[src/verilog/psw_pkg.sv]
// Shared constants and types for the PHY configuration switch block
`default_nettype none

package psw_pkg;

	// Internal switch bus layout: {parity, control, data[7:0]}
	localparam int PSW_DATA_W = 8;
	localparam int PSW_BUS_W = 10;
	localparam int PSW_BUS_PAR_BIT = 9;
	localparam int PSW_BUS_CTL_BIT = 8;

	// Selector encodings shared by all three selectors
	localparam logic [1:0] SEL_INVALID = 2'h0;
	localparam logic [1:0] SEL_RECEIVER = 2'h1;
	localparam logic [1:0] SEL_REQ_FIRST = 2'h2;
	localparam logic [1:0] SEL_REQ_SECOND = 2'h3;

	// switch_config field layout
	localparam int CFG_W = 8;
	localparam int FIRST_SEL_LSB = 0;
	localparam int SECOND_SEL_LSB = 2;
	localparam int TX_SEL_LSB = 4;
	localparam int FIRST_EN_BIT = 6;
	localparam int SECOND_EN_BIT = 7;
	localparam logic [CFG_W-1:0] CFG_RESET = 8'h00;

	// Transmit mode field
	localparam int TM_W = 2;
	localparam logic [TM_W-1:0] TM_ACTIVE = 2'h0;
	localparam logic [TM_W-1:0] TM_RESET = 2'h0;

	// Register byte addresses (low address bits decoded)
	localparam int ADDR_W = 12;
	localparam logic [ADDR_W-1:0] ADDR_SWITCH_CONFIG = 12'h000;
	localparam logic [ADDR_W-1:0] ADDR_TX_MODE = 12'h004;
	localparam logic [ADDR_W-1:0] ADDR_STATUS = 12'h008;

	// Status register layout
	localparam int STAT_STATE_LSB = 0;
	localparam int STAT_SECOND_BIT = 2;
	localparam int STAT_COUNT_LSB = 8;

	// Bus words carried by the fixed sources
	localparam logic [PSW_BUS_W-1:0] BUS_INVALID = 10'h100;
	localparam logic [PSW_BUS_W-1:0] BUS_HALT_PAIR = 10'h111;
	localparam logic [PSW_BUS_W-1:0] BUS_IDLE_PAIR = 10'h3ff;

	// AHB-Lite encodings
	localparam logic [1:0] HTRANS_NONSEQ = 2'h2;
	localparam logic HRESP_OKAY = 1'b0;
	localparam int HDATA_W = 32;

	// Transmit guard default halt pair limit
	localparam int MAX_HALT_PAIRS_DEF = 8;
	localparam int CNT_W = 8;

	typedef enum logic [1:0] {
		GRD_PASS,
		GRD_HALT,
		GRD_IDLE
	} psw_grd_state_t;

endpackage

`default_nettype wire

[src/verilog/psw_bus_mux.sv]
// Registered four-way selector for one switch bus
`default_nettype none

module psw_bus_mux
	import psw_pkg::*;
(
	// Clock and reset
	input wire logic hclk,
	input wire logic hresetn,
	// Selection
	input wire logic [1:0] sel,
	// Source buses
	input wire logic [PSW_BUS_W-1:0] rx_bus,
	input wire logic [PSW_BUS_W-1:0] first_req_bus,
	input wire logic [PSW_BUS_W-1:0] second_req_bus,
	// Selected bus
	output logic [PSW_BUS_W-1:0] bus_out_ff
);

	logic [PSW_BUS_W-1:0] nxt_bus_out;

	always_comb begin
		case (sel)
			SEL_RECEIVER: nxt_bus_out = rx_bus;
			SEL_REQ_FIRST: nxt_bus_out = first_req_bus;
			SEL_REQ_SECOND: nxt_bus_out = second_req_bus;
			default: nxt_bus_out = BUS_INVALID;
		endcase
	end

	always_ff @(posedge hclk or negedge hresetn) begin
		if (!hresetn) begin
			bus_out_ff <= BUS_INVALID;
		end else begin
			bus_out_ff <= nxt_bus_out;
		end
	end

endmodule // psw_bus_mux

`default_nettype wire

[src/verilog/psw_switch_top.sv]
// Configuration switch register bank with AHB-Lite slave and bus routing
//
// The placing of the registers and the AHB-Lite interface to the registers were chosen for this implementation.
`default_nettype none

module psw_switch_top
	import psw_pkg::*;
#(
	parameter bit HAS_SECOND_IND = 1'b1,
	parameter int MAX_HALT_PAIRS = MAX_HALT_PAIRS_DEF
)
(
	// AHB-Lite clock and reset
	input wire logic hclk,
	input wire logic hresetn,
	// AHB-Lite slave
	input wire logic hsel,
	input wire logic [31:0] haddr,
	input wire logic [1:0] htrans,
	input wire logic hwrite,
	input wire logic [2:0] hsize,
	input wire logic hready,
	input wire logic [HDATA_W-1:0] hwdata,
	output logic hreadyout,
	output logic hresp,
	output logic [HDATA_W-1:0] hrdata,
	// Internal source buses
	input wire logic [PSW_BUS_W-1:0] rx_bus,
	input wire logic [PSW_BUS_W-1:0] first_req_bus,
	input wire logic [PSW_BUS_W-1:0] second_req_bus,
	// First indicate port
	output logic first_ind_parity,
	output logic first_ind_control,
	output logic [PSW_DATA_W-1:0] first_ind_data,
	output logic first_ind_oe,
	// Second indicate port
	output logic second_ind_parity,
	output logic second_ind_control,
	output logic [PSW_DATA_W-1:0] second_ind_data,
	output logic second_ind_oe,
	// Transmitter input
	output logic tx_parity,
	output logic tx_control,
	output logic [PSW_DATA_W-1:0] tx_data
);

	typedef enum logic [1:0] {
		REG_NONE,
		REG_CFG,
		REG_TM,
		REG_STAT
	} psw_reg_t;

	// Address decode, used for both reads and writes
	function automatic psw_reg_t reg_decode(input logic [ADDR_W-1:0] a);
		psw_reg_t r;
		r = REG_NONE;
		if (a == ADDR_SWITCH_CONFIG) begin
			r = REG_CFG;
		end else if (a == ADDR_TX_MODE) begin
			r = REG_TM;
		end else if (a == ADDR_STATUS) begin
			r = REG_STAT;
		end
		return r;
	endfunction

	logic bus_take;
	logic wr_pend_ff;
	logic [ADDR_W-1:0] addr_ff;
	logic [HDATA_W-1:0] hrdata_ff;
	logic [CFG_W-1:0] switch_config_ff;
	logic [CFG_W-1:0] nxt_switch_config;
	logic [TM_W-1:0] transmit_mode_field_ff;
	logic [TM_W-1:0] nxt_transmit_mode_field;
	logic [HDATA_W-1:0] rd_value;
	logic [PSW_BUS_W-1:0] first_bus_ff;
	logic [PSW_BUS_W-1:0] second_bus_ff;
	logic [PSW_BUS_W-1:0] tx_sel_bus_ff;
	logic [PSW_BUS_W-1:0] tx_bus_ff;
	logic first_oe_ff;
	logic second_oe_ff;
	psw_grd_state_t grd_state;
	logic [CNT_W-1:0] grd_count;
	logic cfg_write;

	// Address phase accepted
	assign bus_take = hsel && (htrans == HTRANS_NONSEQ) && hready;
	assign cfg_write = wr_pend_ff && (reg_decode(addr_ff) == REG_CFG);

	always_ff @(posedge hclk or negedge hresetn) begin
		if (!hresetn) begin
			wr_pend_ff <= 1'b0;
			addr_ff <= '0;
		end else if (bus_take) begin
			wr_pend_ff <= hwrite;
			addr_ff <= haddr[ADDR_W-1:0];
		end else begin
			wr_pend_ff <= 1'b0;
		end
	end

	// Pending write data lands in the data phase
	always_comb begin
		nxt_switch_config = switch_config_ff;
		nxt_transmit_mode_field = transmit_mode_field_ff;
		if (cfg_write) begin
			nxt_switch_config = hwdata[CFG_W-1:0];
		end else if (wr_pend_ff && reg_decode(addr_ff) == REG_TM) begin
			nxt_transmit_mode_field = hwdata[TM_W-1:0];
		end
	end

	always_ff @(posedge hclk or negedge hresetn) begin
		if (!hresetn) begin
			switch_config_ff <= CFG_RESET;
		end else begin
			switch_config_ff <= nxt_switch_config;
		end
	end

	always_ff @(posedge hclk or negedge hresetn) begin
		if (!hresetn) begin
			transmit_mode_field_ff <= TM_RESET;
		end else begin
			transmit_mode_field_ff <= nxt_transmit_mode_field;
		end
	end

	// Read value from next state so back-to-back reads see writes
	always_comb begin
		rd_value = '0;
		case (reg_decode(haddr[ADDR_W-1:0]))
			REG_CFG: rd_value[CFG_W-1:0] = nxt_switch_config;
			REG_TM: rd_value[TM_W-1:0] = nxt_transmit_mode_field;
			REG_STAT: begin
				rd_value[STAT_STATE_LSB +: 2] = grd_state;
				rd_value[STAT_SECOND_BIT] = HAS_SECOND_IND;
				rd_value[STAT_COUNT_LSB +: CNT_W] = grd_count;
			end
			default: rd_value = '0;
		endcase
	end

	always_ff @(posedge hclk or negedge hresetn) begin
		if (!hresetn) begin
			hrdata_ff <= '0;
		end else if (bus_take && !hwrite) begin
			hrdata_ff <= rd_value;
		end else begin
			hrdata_ff <= '0;
		end
	end

	assign hrdata = hrdata_ff;
	assign hreadyout = 1'b1;
	assign hresp = HRESP_OKAY;

	psw_bus_mux u_first_mux (
		.hclk(hclk),
		.hresetn(hresetn),
		.sel(switch_config_ff[FIRST_SEL_LSB +: 2]),
		.rx_bus(rx_bus),
		.first_req_bus(first_req_bus),
		.second_req_bus(second_req_bus),
		.bus_out_ff(first_bus_ff)
	);

	psw_bus_mux u_second_mux (
		.hclk(hclk),
		.hresetn(hresetn),
		.sel(switch_config_ff[SECOND_SEL_LSB +: 2]),
		.rx_bus(rx_bus),
		.first_req_bus(first_req_bus),
		.second_req_bus(second_req_bus),
		.bus_out_ff(second_bus_ff)
	);

	psw_bus_mux u_tx_mux (
		.hclk(hclk),
		.hresetn(hresetn),
		.sel(switch_config_ff[TX_SEL_LSB +: 2]),
		.rx_bus(rx_bus),
		.first_req_bus(first_req_bus),
		.second_req_bus(second_req_bus),
		.bus_out_ff(tx_sel_bus_ff)
	);

	psw_tx_guard #(
		.MAX_HALT_PAIRS(MAX_HALT_PAIRS)
	) u_tx_guard (
		.hclk(hclk),
		.hresetn(hresetn),
		.tx_mode(transmit_mode_field_ff),
		.tx_sel(switch_config_ff[TX_SEL_LSB +: 2]),
		.bus_in(tx_sel_bus_ff),
		.tx_bus_ff(tx_bus_ff),
		.state_ff(grd_state),
		.count_ff(grd_count)
	);

	always_ff @(posedge hclk or negedge hresetn) begin
		if (!hresetn) begin
			first_oe_ff <= 1'b0;
		end else begin
			first_oe_ff <= switch_config_ff[FIRST_EN_BIT];
		end
	end

	always_ff @(posedge hclk or negedge hresetn) begin
		if (!hresetn) begin
			second_oe_ff <= 1'b0;
		end else begin
			second_oe_ff <= HAS_SECOND_IND && switch_config_ff[SECOND_EN_BIT];
		end
	end

	assign first_ind_parity = first_bus_ff[PSW_BUS_PAR_BIT];
	assign first_ind_control = first_bus_ff[PSW_BUS_CTL_BIT];
	assign first_ind_data = first_bus_ff[PSW_DATA_W-1:0];
	assign first_ind_oe = first_oe_ff;

	assign second_ind_parity = second_bus_ff[PSW_BUS_PAR_BIT];
	assign second_ind_control = second_bus_ff[PSW_BUS_CTL_BIT];
	assign second_ind_data = second_bus_ff[PSW_DATA_W-1:0];
	assign second_ind_oe = second_oe_ff;

	assign tx_parity = tx_bus_ff[PSW_BUS_PAR_BIT];
	assign tx_control = tx_bus_ff[PSW_BUS_CTL_BIT];
	assign tx_data = tx_bus_ff[PSW_DATA_W-1:0];

	property p_first_route;
		@(posedge hclk) disable iff (!hresetn)
		(switch_config_ff[FIRST_SEL_LSB +: 2] == SEL_RECEIVER) |=>
			({first_ind_parity, first_ind_control, first_ind_data}
			== $past(rx_bus));
	endproperty
	a_first_route: assert property (p_first_route)
		else $error("first indicate port not carrying receiver bus");

	property p_second_route;
		@(posedge hclk) disable iff (!hresetn)
		(switch_config_ff[SECOND_SEL_LSB +: 2] == SEL_REQ_FIRST) |=>
			({second_ind_parity, second_ind_control, second_ind_data}
			== $past(first_req_bus));
	endproperty
	a_second_route: assert property (p_second_route)
		else $error("second indicate port not carrying request bus");

	property p_tx_route;
		@(posedge hclk) disable iff (!hresetn)
		(switch_config_ff[TX_SEL_LSB +: 2] == SEL_REQ_SECOND) |=>
			(tx_sel_bus_ff == $past(second_req_bus));
	endproperty
	a_tx_route: assert property (p_tx_route)
		else $error("transmit source not the second request bus");

	property p_absent_port;
		@(posedge hclk) disable iff (!hresetn)
		!HAS_SECOND_IND |-> !second_ind_oe;
	endproperty
	a_absent_port: assert property (p_absent_port)
		else $error("absent second port is driven");

	property p_idle_after_halt;
		@(posedge hclk) disable iff (!hresetn)
		(grd_state == GRD_IDLE) |=> (tx_bus_ff == BUS_IDLE_PAIR);
	endproperty
	a_idle_after_halt: assert property (p_idle_after_halt)
		else $error("transmitter not fed idle after halt pairs");

	property p_halt_bound;
		@(posedge hclk) disable iff (!hresetn)
		(transmit_mode_field_ff == TM_ACTIVE &&
			switch_config_ff[TX_SEL_LSB +: 2] == SEL_INVALID &&
			grd_state == GRD_HALT) |->
			(grd_count < CNT_W'(MAX_HALT_PAIRS));
	endproperty
	a_halt_bound: assert property (p_halt_bound)
		else $error("halt pair count exceeded");

	property p_first_tristate;
		@(posedge hclk) disable iff (!hresetn)
		!switch_config_ff[FIRST_EN_BIT] |=> !first_ind_oe;
	endproperty
	a_first_tristate: assert property (p_first_tristate)
		else $error("first port driven while disabled");

	property p_second_disable;
		@(posedge hclk) disable iff (!hresetn)
		!switch_config_ff[SECOND_EN_BIT] |=> !second_ind_oe;
	endproperty
	a_second_disable: assert property (p_second_disable)
		else $error("second port driven while disabled");

	property p_write_effect;
		@(posedge hclk) disable iff (!hresetn)
		cfg_write |=> ##1
			(first_ind_oe == $past(hwdata[FIRST_EN_BIT], 2));
	endproperty
	a_write_effect: assert property (p_write_effect)
		else $error("enable write not seen on port in time");

endmodule // psw_switch_top

`default_nettype wire

[src/verilog/psw_tx_guard.sv]
// Transmitter input guard: halt pairs then idle on an invalid source in active transmit mode
`default_nettype none

module psw_tx_guard
	import psw_pkg::*;
#(
	parameter int MAX_HALT_PAIRS = MAX_HALT_PAIRS_DEF
)
(
	// Clock and reset
	input wire logic hclk,
	input wire logic hresetn,
	// Control
	input wire logic [TM_W-1:0] tx_mode,
	input wire logic [1:0] tx_sel,
	// Selected transmit source
	input wire logic [PSW_BUS_W-1:0] bus_in,
	// Transmitter input and state
	output logic [PSW_BUS_W-1:0] tx_bus_ff,
	output psw_grd_state_t state_ff,
	output logic [CNT_W-1:0] count_ff
);

	localparam logic [CNT_W-1:0] LAST_PAIR = CNT_W'(MAX_HALT_PAIRS - 1);
	logic hold_line;
	psw_grd_state_t nxt_state;

	assign hold_line = (tx_mode == TM_ACTIVE) && (tx_sel == SEL_INVALID);

	always_comb begin
		nxt_state = state_ff;
		case (state_ff)
			GRD_PASS: if (hold_line) nxt_state = GRD_HALT;
			GRD_HALT: begin
				if (!hold_line) begin
					nxt_state = GRD_PASS;
				end else if (count_ff == LAST_PAIR) begin
					nxt_state = GRD_IDLE;
				end
			end
			GRD_IDLE: if (!hold_line) nxt_state = GRD_PASS;
			default: nxt_state = GRD_PASS;
		endcase
	end

	always_ff @(posedge hclk or negedge hresetn) begin
		if (!hresetn) begin
			state_ff <= GRD_PASS;
		end else begin
			state_ff <= nxt_state;
		end
	end

	always_ff @(posedge hclk or negedge hresetn) begin
		if (!hresetn) begin
			count_ff <= '0;
		end else if (state_ff == GRD_HALT && count_ff != LAST_PAIR) begin
			count_ff <= count_ff + 1'b1;
		end else if (state_ff == GRD_PASS) begin
			count_ff <= '0;
		end
	end

	always_ff @(posedge hclk or negedge hresetn) begin
		if (!hresetn) begin
			tx_bus_ff <= BUS_INVALID;
		end else begin
			case (state_ff)
				GRD_HALT: tx_bus_ff <= BUS_HALT_PAIR;
				GRD_IDLE: tx_bus_ff <= BUS_IDLE_PAIR;
				default: tx_bus_ff <= bus_in;
			endcase
		end
	end

endmodule // psw_tx_guard

`default_nettype wire
[config.mk]
export PLATFORM = sky130hd
export DESIGN_NAME = psw_switch_top
export DESIGN_NICKNAME = d
export VERILOG_FILES = /design/src/verilog/psw_pkg.sv /design/src/verilog/psw_bus_mux.sv /design/src/verilog/psw_switch_top.sv /design/src/verilog/psw_tx_guard.sv
export SDC_FILE = /design/constraint.sdc
export NUM_CORES = 1
export LEC_CHECK = 0
export BUFFER_PORTS_ARGS = -buffer_cell sky130_fd_sc_hd__buf_2
export CORE_ASPECT_RATIO = 0.9
export CORE_UTILIZATION = 50
export CTS_BUF_LIST = sky130_fd_sc_hd__clkbuf_8
export CTS_CLUSTER_DIAMETER = 40
export CTS_CLUSTER_SIZE = 12
export DETAILED_ROUTE_END_ITERATION = 10
export PLACE_DENSITY = 0.85
export SKIP_LAST_GASP = 1
export SYNTH_ARGS = -nofsm -noshare
export SYNTH_HDL_FRONTEND = slang
export SYNTH_HIERARCHICAL = 1
export SYNTH_SLANG_ARGS = --single-unit
[constraint.sdc]
create_clock -name hclk -period 2.1 [get_ports hclk]
set_clock_uncertainty 0.05 [all_clocks]
set_input_delay 0.315 -clock hclk [delete_from_list [all_inputs] [get_ports hclk]]
set_output_delay 0.315 -clock hclk [all_outputs]
set_load 0.05 [all_outputs]
# After elaboration in Yosys (flattened, before gate mapping)
# Index checks and enable logic that the tools add are counted.
# word_totals
regBits	107
memories	0
word_cells	82
inputBits	104
rom_bits	0
ram_bits	0
out_inout_bits	66
latchBits	0
# op_classes
shifts	0
add_sub_neg	1
bitwise	0
n_reduce_logical	15
magnitude_cmp	0
mux	27
n_div	0
n_mul	0
n_eq_ne	26
# op_table
operator	n
10-bit case mux with 3 select lines	3
8-bit 2-to-1 mux	4
2-bit 2-to-1 mux	13
12-bit by 3-bit == test with 1-bit output, second input constant	2
12-bit by 4-bit == test with 1-bit output, second input constant	2
12-bit zero test	2
2-bit == test, second input constant	11
10-bit case mux with 2 select lines	1
16-bit 2-to-1 mux	1
2-bit by 1-bit == test with 1-bit output, second input constant	6
2-bit case mux with 3 select lines	2
8-bit by 1-bit adder with 8-bit output, second input constant	1
8-bit by 3-bit == test with 1-bit output, second input constant	1
8-bit by 3-bit != test with 1-bit output, second input constant	1
1-bit logical AND	7
2-bit zero test	3
5-bit 2-to-1 mux	1
3-bit != test, second input constant	1
3-bit AND reduction	1
2-bit by 1-bit != test with 1-bit output, second input constant	1
2-bit != test, second input constant	1
1-bit case mux with 2 select lines	1
2-bit nonzero test	1
1-bit zero test	1
1-bit 2-to-1 mux	1

# Logic depth before layout (Yosys ltp)
# logic_depth
depth_word	13
mapped_depth	7
depth_no_buf	6

# Hierarchy
# The synthesis kept the hierarchy.
# by_module_without_submodules
mod	cells_each	n_inst	area_per_inst_um2	seq_area_each_um2
psw_switch_top	131	1	1796.7	1026.0
psw_bus_mux	35	3	483.0	251.5
psw_tx_guard	96	1	969.7	501.7

# Least setup slack after synthesis
# Ideal clock, no wire load.
# synth_path
kind	register to register
from	register u_tx_guard.count_ff[3]
to	register u_tx_guard.state_ff[0]
t_arrival_ns	1.593
t_required_ns	1.925
path_stages_with_launch	6
setup_slack_ns	0.332
period_less_slack_ns	1.768
setup_time_ns	0.125
cell_sequence	dfrtp_1 > or4_4 > o31ai_4 > buf_6 > nor3b_1 > o21ai_1
# synth_via
elab_chain_cells	3
# synth_rtl
item	line	source
start, declared	psw_tx_guard.sv:21	output logic [CNT_W-1:0] count_ff
start signal, assigned	psw_tx_guard.sv:58	count_ff <= count_ff + 1'b1;
8-bit by 3-bit == test with 1-bit output	psw_tx_guard.sv:37	end else if (count_ff == LAST_PAIR) begin
3-bit != test (no line)	n/a	
3-bit AND reduction (no line)	n/a	
end signal, assigned	psw_tx_guard.sv:50	state_ff <= nxt_state;
end, declared	psw_tx_guard.sv:20	output psw_grd_state_t state_ff,
# Every way passes these cells.
# A chain may end at the register's enable or synchronous reset.

# Worst setup path after layout
# layout_path
from	register u_tx_guard.count_ff[6]
to	register u_tx_guard.count_ff[2]
# layout_via
elab_chain_cells	3
word_cells_on_any_way	4
cone_classes	1 x eq/ne; 1 x mux; 2 x reduce/logical
# layout_rtl
item	line	source
8-bit by 3-bit != test with 1-bit output (*)	psw_tx_guard.sv:57	end else if (state_ff == GRD_HALT && count_ff != LAST_PAIR) begin
1-bit logical AND (*)	psw_tx_guard.sv:57	
8-bit 2-to-1 mux or 2-bit nonzero test (tied branches)	n/a	
# Every way passes the cells marked *; elsewhere a longest branch is shown, timed or not.

==> results.json <==
{
  "rsz0062_at_grt": "no",
  "slew_viol_final": 0,
  "p_switching_mw": 1.303,
  "die_h_um": 89.11,
  "period_needed_ns": 1.955,
  "yosysWarnings": 6,
  "clock_path_buffers": 2,
  "sw_frac_of_total_pct": 31.69,
  "drt_iter0_markers": 115,
  "wl_per_cell_um": 16.28,
  "post-place-ws_ns": 0.1841,
  "grt_pass1_wl_um": 14280,
  "numCtsBuffers": 9,
  "worst_slew_pin_slew_ns": 0.6171,
  "clk_transition_reported_paths_ns": 0.09,
  "worstSetupEndpointType": "register",
  "drive_gt1_share_pct": 43.92,
  "setup_viol": 0,
  "grt-ovfl-total": 0,
  "area_delta_synth_final_pct": 17.84,
  "final_common_cell": "buf_2",
  "fin_setup_tns_ns": 0,
  "relSlewSlack_pct": 58.86,
  "dp_hpwl_um": 6432,
  "viasPerCell": 5.368,
  "post-route-drc-count": 0,
  "timing.final.crit_share_pct": 93.09,
  "start_kind": "register",
  "synthesis.area_per_instance_um2": 12.70,
  "cp_max_fo": 11,
  "die-area_mm2": 0.008802,
  "dpl_cell_area_mm2": 0.004753,
  "cp_data_required_time_ns": 2.32,
  "layout_common_cells": "103 x buf_2, 87 x dfrtp_1, 46 x mux2_2",
  "p_clk_share_pct": 29.1,
  "start_util_pct": 52.00,
  "synth-seq-cells": 91,
  "io_pins": 170,
  "fin_ws_ns": 0.1450,
  "track_usage_pct": 21.17,
  "max_cap_viol_count": 0,
  "ys_dominant_reg_cell": "dfrtp_1",
  "synth_edf_count": 0,
  "holdWs_ns": 0.1262,
  "finalWirelength_um": 8839,
  "htree_levels": 3,
  "final_cell_area_mm2": 0.004967,
  "power.density_mw_per_mm2": 827.9,
  "core_mm2": 0.008107,
  "portBuffers": 104,
  "ctsRootBufferMaster": "clkbuf_8",
  "postSynthCellCount": 332,
  "p_total_mw": 4.113,
  "status": "complete, no violations",
  "combPwrFrac_pct": 21.5,
  "antenna_cells": 0,
  "async_reset_ff_share_pct": 100.0,
  "grt_pass1_vias": 2914,
  "vias": 2915,
  "final_nets": 547,
  "max_freq_mhz": 511.5,
  "grt_start_max_net_pins": 59,
  "min_path_type": "in2reg",
  "synthDistinctLibCells": 46,
  "arrival_ns": 2.17,
  "dr.pass1.iters": 4,
  "mappedNetlistArea_mm2": 0.004215,
  "die_x_um": 98.79,
  "antenna_found_initial": 0,
  "power.leakage_nw": 2.540,
  "yosysSeqAreaShare_pct": 54.14,
  "num_rows": 31,
  "cts_setup_buffers": 0,
  "finalHoldViolCount": 0,
  "antenna_left": 0,
  "seq_power_share_pct": 49.4,
  "cts_tree": "built",
  "clock-sinks": 91,
  "peakVddDrop_uv": 311.0,
  "worstSkewPairLatency_ns": 0.35,
  "worst-setup-path-type": "reg2reg",
  "routabilityCongestion": 0.8998,
  "p_int_mw": 2.809
}
==> cells in the mapped netlist, types with 3 or more instances <==
| cell | instances | share of area, % |
|---|---|---|
| a21oi_1 | 3 | 0.36 |
| a22o_1 | 27 | 5.6 |
| a22oi_1 | 3 | 0.53 |
| and3_1 | 10 | 1.5 |
| buf_2 | 3 | 0.36 |
| buf_4 | 20 | 3.6 |
| buf_6 | 4 | 1.1 |
| clkbuf_1 | 7 | 0.62 |
| dfrtp_1 | 87 | 52 |
| dfstp_2 | 4 | 2.5 |
| ha_1 | 4 | 1.2 |
| inv_1 | 15 | 1.3 |
| mux2_2 | 46 | 12 |
| mux2_4 | 3 | 1.1 |
| mux2i_1 | 6 | 1.4 |
| nand2_1 | 6 | 0.53 |
| nand2b_1 | 4 | 0.59 |
| nand3_1 | 3 | 0.36 |
| nor2_1 | 6 | 0.53 |
| nor2b_1 | 13 | 1.9 |
| nor3_1 | 6 | 0.71 |
| nor4_1 | 5 | 0.74 |
| o21ai_0 | 15 | 1.8 |
| or2_2 | 4 | 0.59 |
==> registers in the layout (all words and copies together), names as in the netlist, 8 cells and up <==
| name | cells |
|---|---|
| u_second_mux/bus_out_ff | 10 |
| switch_config_ff | 8 |
| addr_ff | 12 |
| hrdata | 16 |
| u_first_mux/bus_out_ff | 10 |
| u_tx_guard/tx_bus_ff | 10 |
| u_tx_guard/count_ff | 8 |
| u_tx_mux/bus_out_ff | 10 |
==> cell type report <==
class	count	area [um2]
clock buffers	10	137.6
clock inverters	6	65.06
fillers	682	3139
inverters	15	56.30
multi-input cells	207	1682
flip-flops and latches	91	2282
well taps	99	123.9
repair buffers	115	620.6
==> worst paths after layout <==
path,start,to,slack (ns),cells after the start
min,hwrite,wr_pend_ff$_DFF_PN0_,0.13,3
min in group asynchronous,hresetn,u_tx_guard/tx_bus_ff[2]$_DFF_PN0_,0.39,2
min reg2reg,switch_config_ff[6]$_DFF_PN0_,first_ind_oe$_DFF_PN0_,0.33,0
max in group asynchronous,hresetn,u_tx_mux/bus_out_ff[8]$_DFF_PN1_,0.93,3
max reg2reg,u_tx_guard/count_ff[6]$_DFFE_PN0P_,u_tx_guard/count_ff[2]$_DFFE_PN0P_,0.15,4
max,u_tx_guard/count_ff[6]$_DFFE_PN0P_,u_tx_guard/count_ff[2]$_DFFE_PN0P_,0.15,4
==> worst max-delay path, stage by stage (launching register included) <==
cell      delay (ns)
dfrtp_1         0.42
or4_4           0.55
o31ai_4         0.47
nand2b_1        0.18
a31oi_1         0.21
==> logic make-up (layout without fill, tap and decap cells) <==
kind of cell    count (synthesis)  in the layout  share of synthesized area (%)
compound gates                 58             58                          10.92
xor+xnor                        1              1                         0.2078
buf+inv                        50            146                          7.420
flops                          91             91                          54.14
mux                            55             55                          14.78
other cells                     2             18                         0.1782
fa+ha+maj                       4              4                          1.187
simple gates                   71             71                          11.16
==> what timing repair did <==
item | CTS | global route
endpoints found under the setup margin | 0 | 1
hold buffers | 1 | 0
resized for setup | 0 | 1
endpoints found under the hold margin | 32 | 0
==> routing by layer <==
metal  global-route usage [%]  vias up  wire (um)  share of wire (%)
li1                         -     1356          -                  -
met2                    35.41      111       4378                 50
met5                        0        -          0                  0
met3                    4.066       22        484                5.5
met4                    9.362        0        240                2.7
met1                    27.35     1426       3737                 42
==> stage by stage <==
stage / util, % / cells
6_report: 61.27 / 543
5_1_grt: 61.27 / 543
4_1_cts: 61.26 / 543
3_5_place_dp: 58.64 / 526
3_3_place_gp: 58.64 / 526
2_1_floorplan: - / 348
==> power groups by stage <==
stage,clock network (mW),registers (mW),logic (mW)
5_1_grt,1.29,2.06,0.965
4_1_cts,1.22,2.03,0.885
3_5_place_dp,0,2.07,0.879
6_report,1.20,2.03,0.885
3_3_place_gp,0,2.06,0.845
2_1_floorplan,0,2.19,0.531
Note: power is estimated with default switching activity, not from simulation.
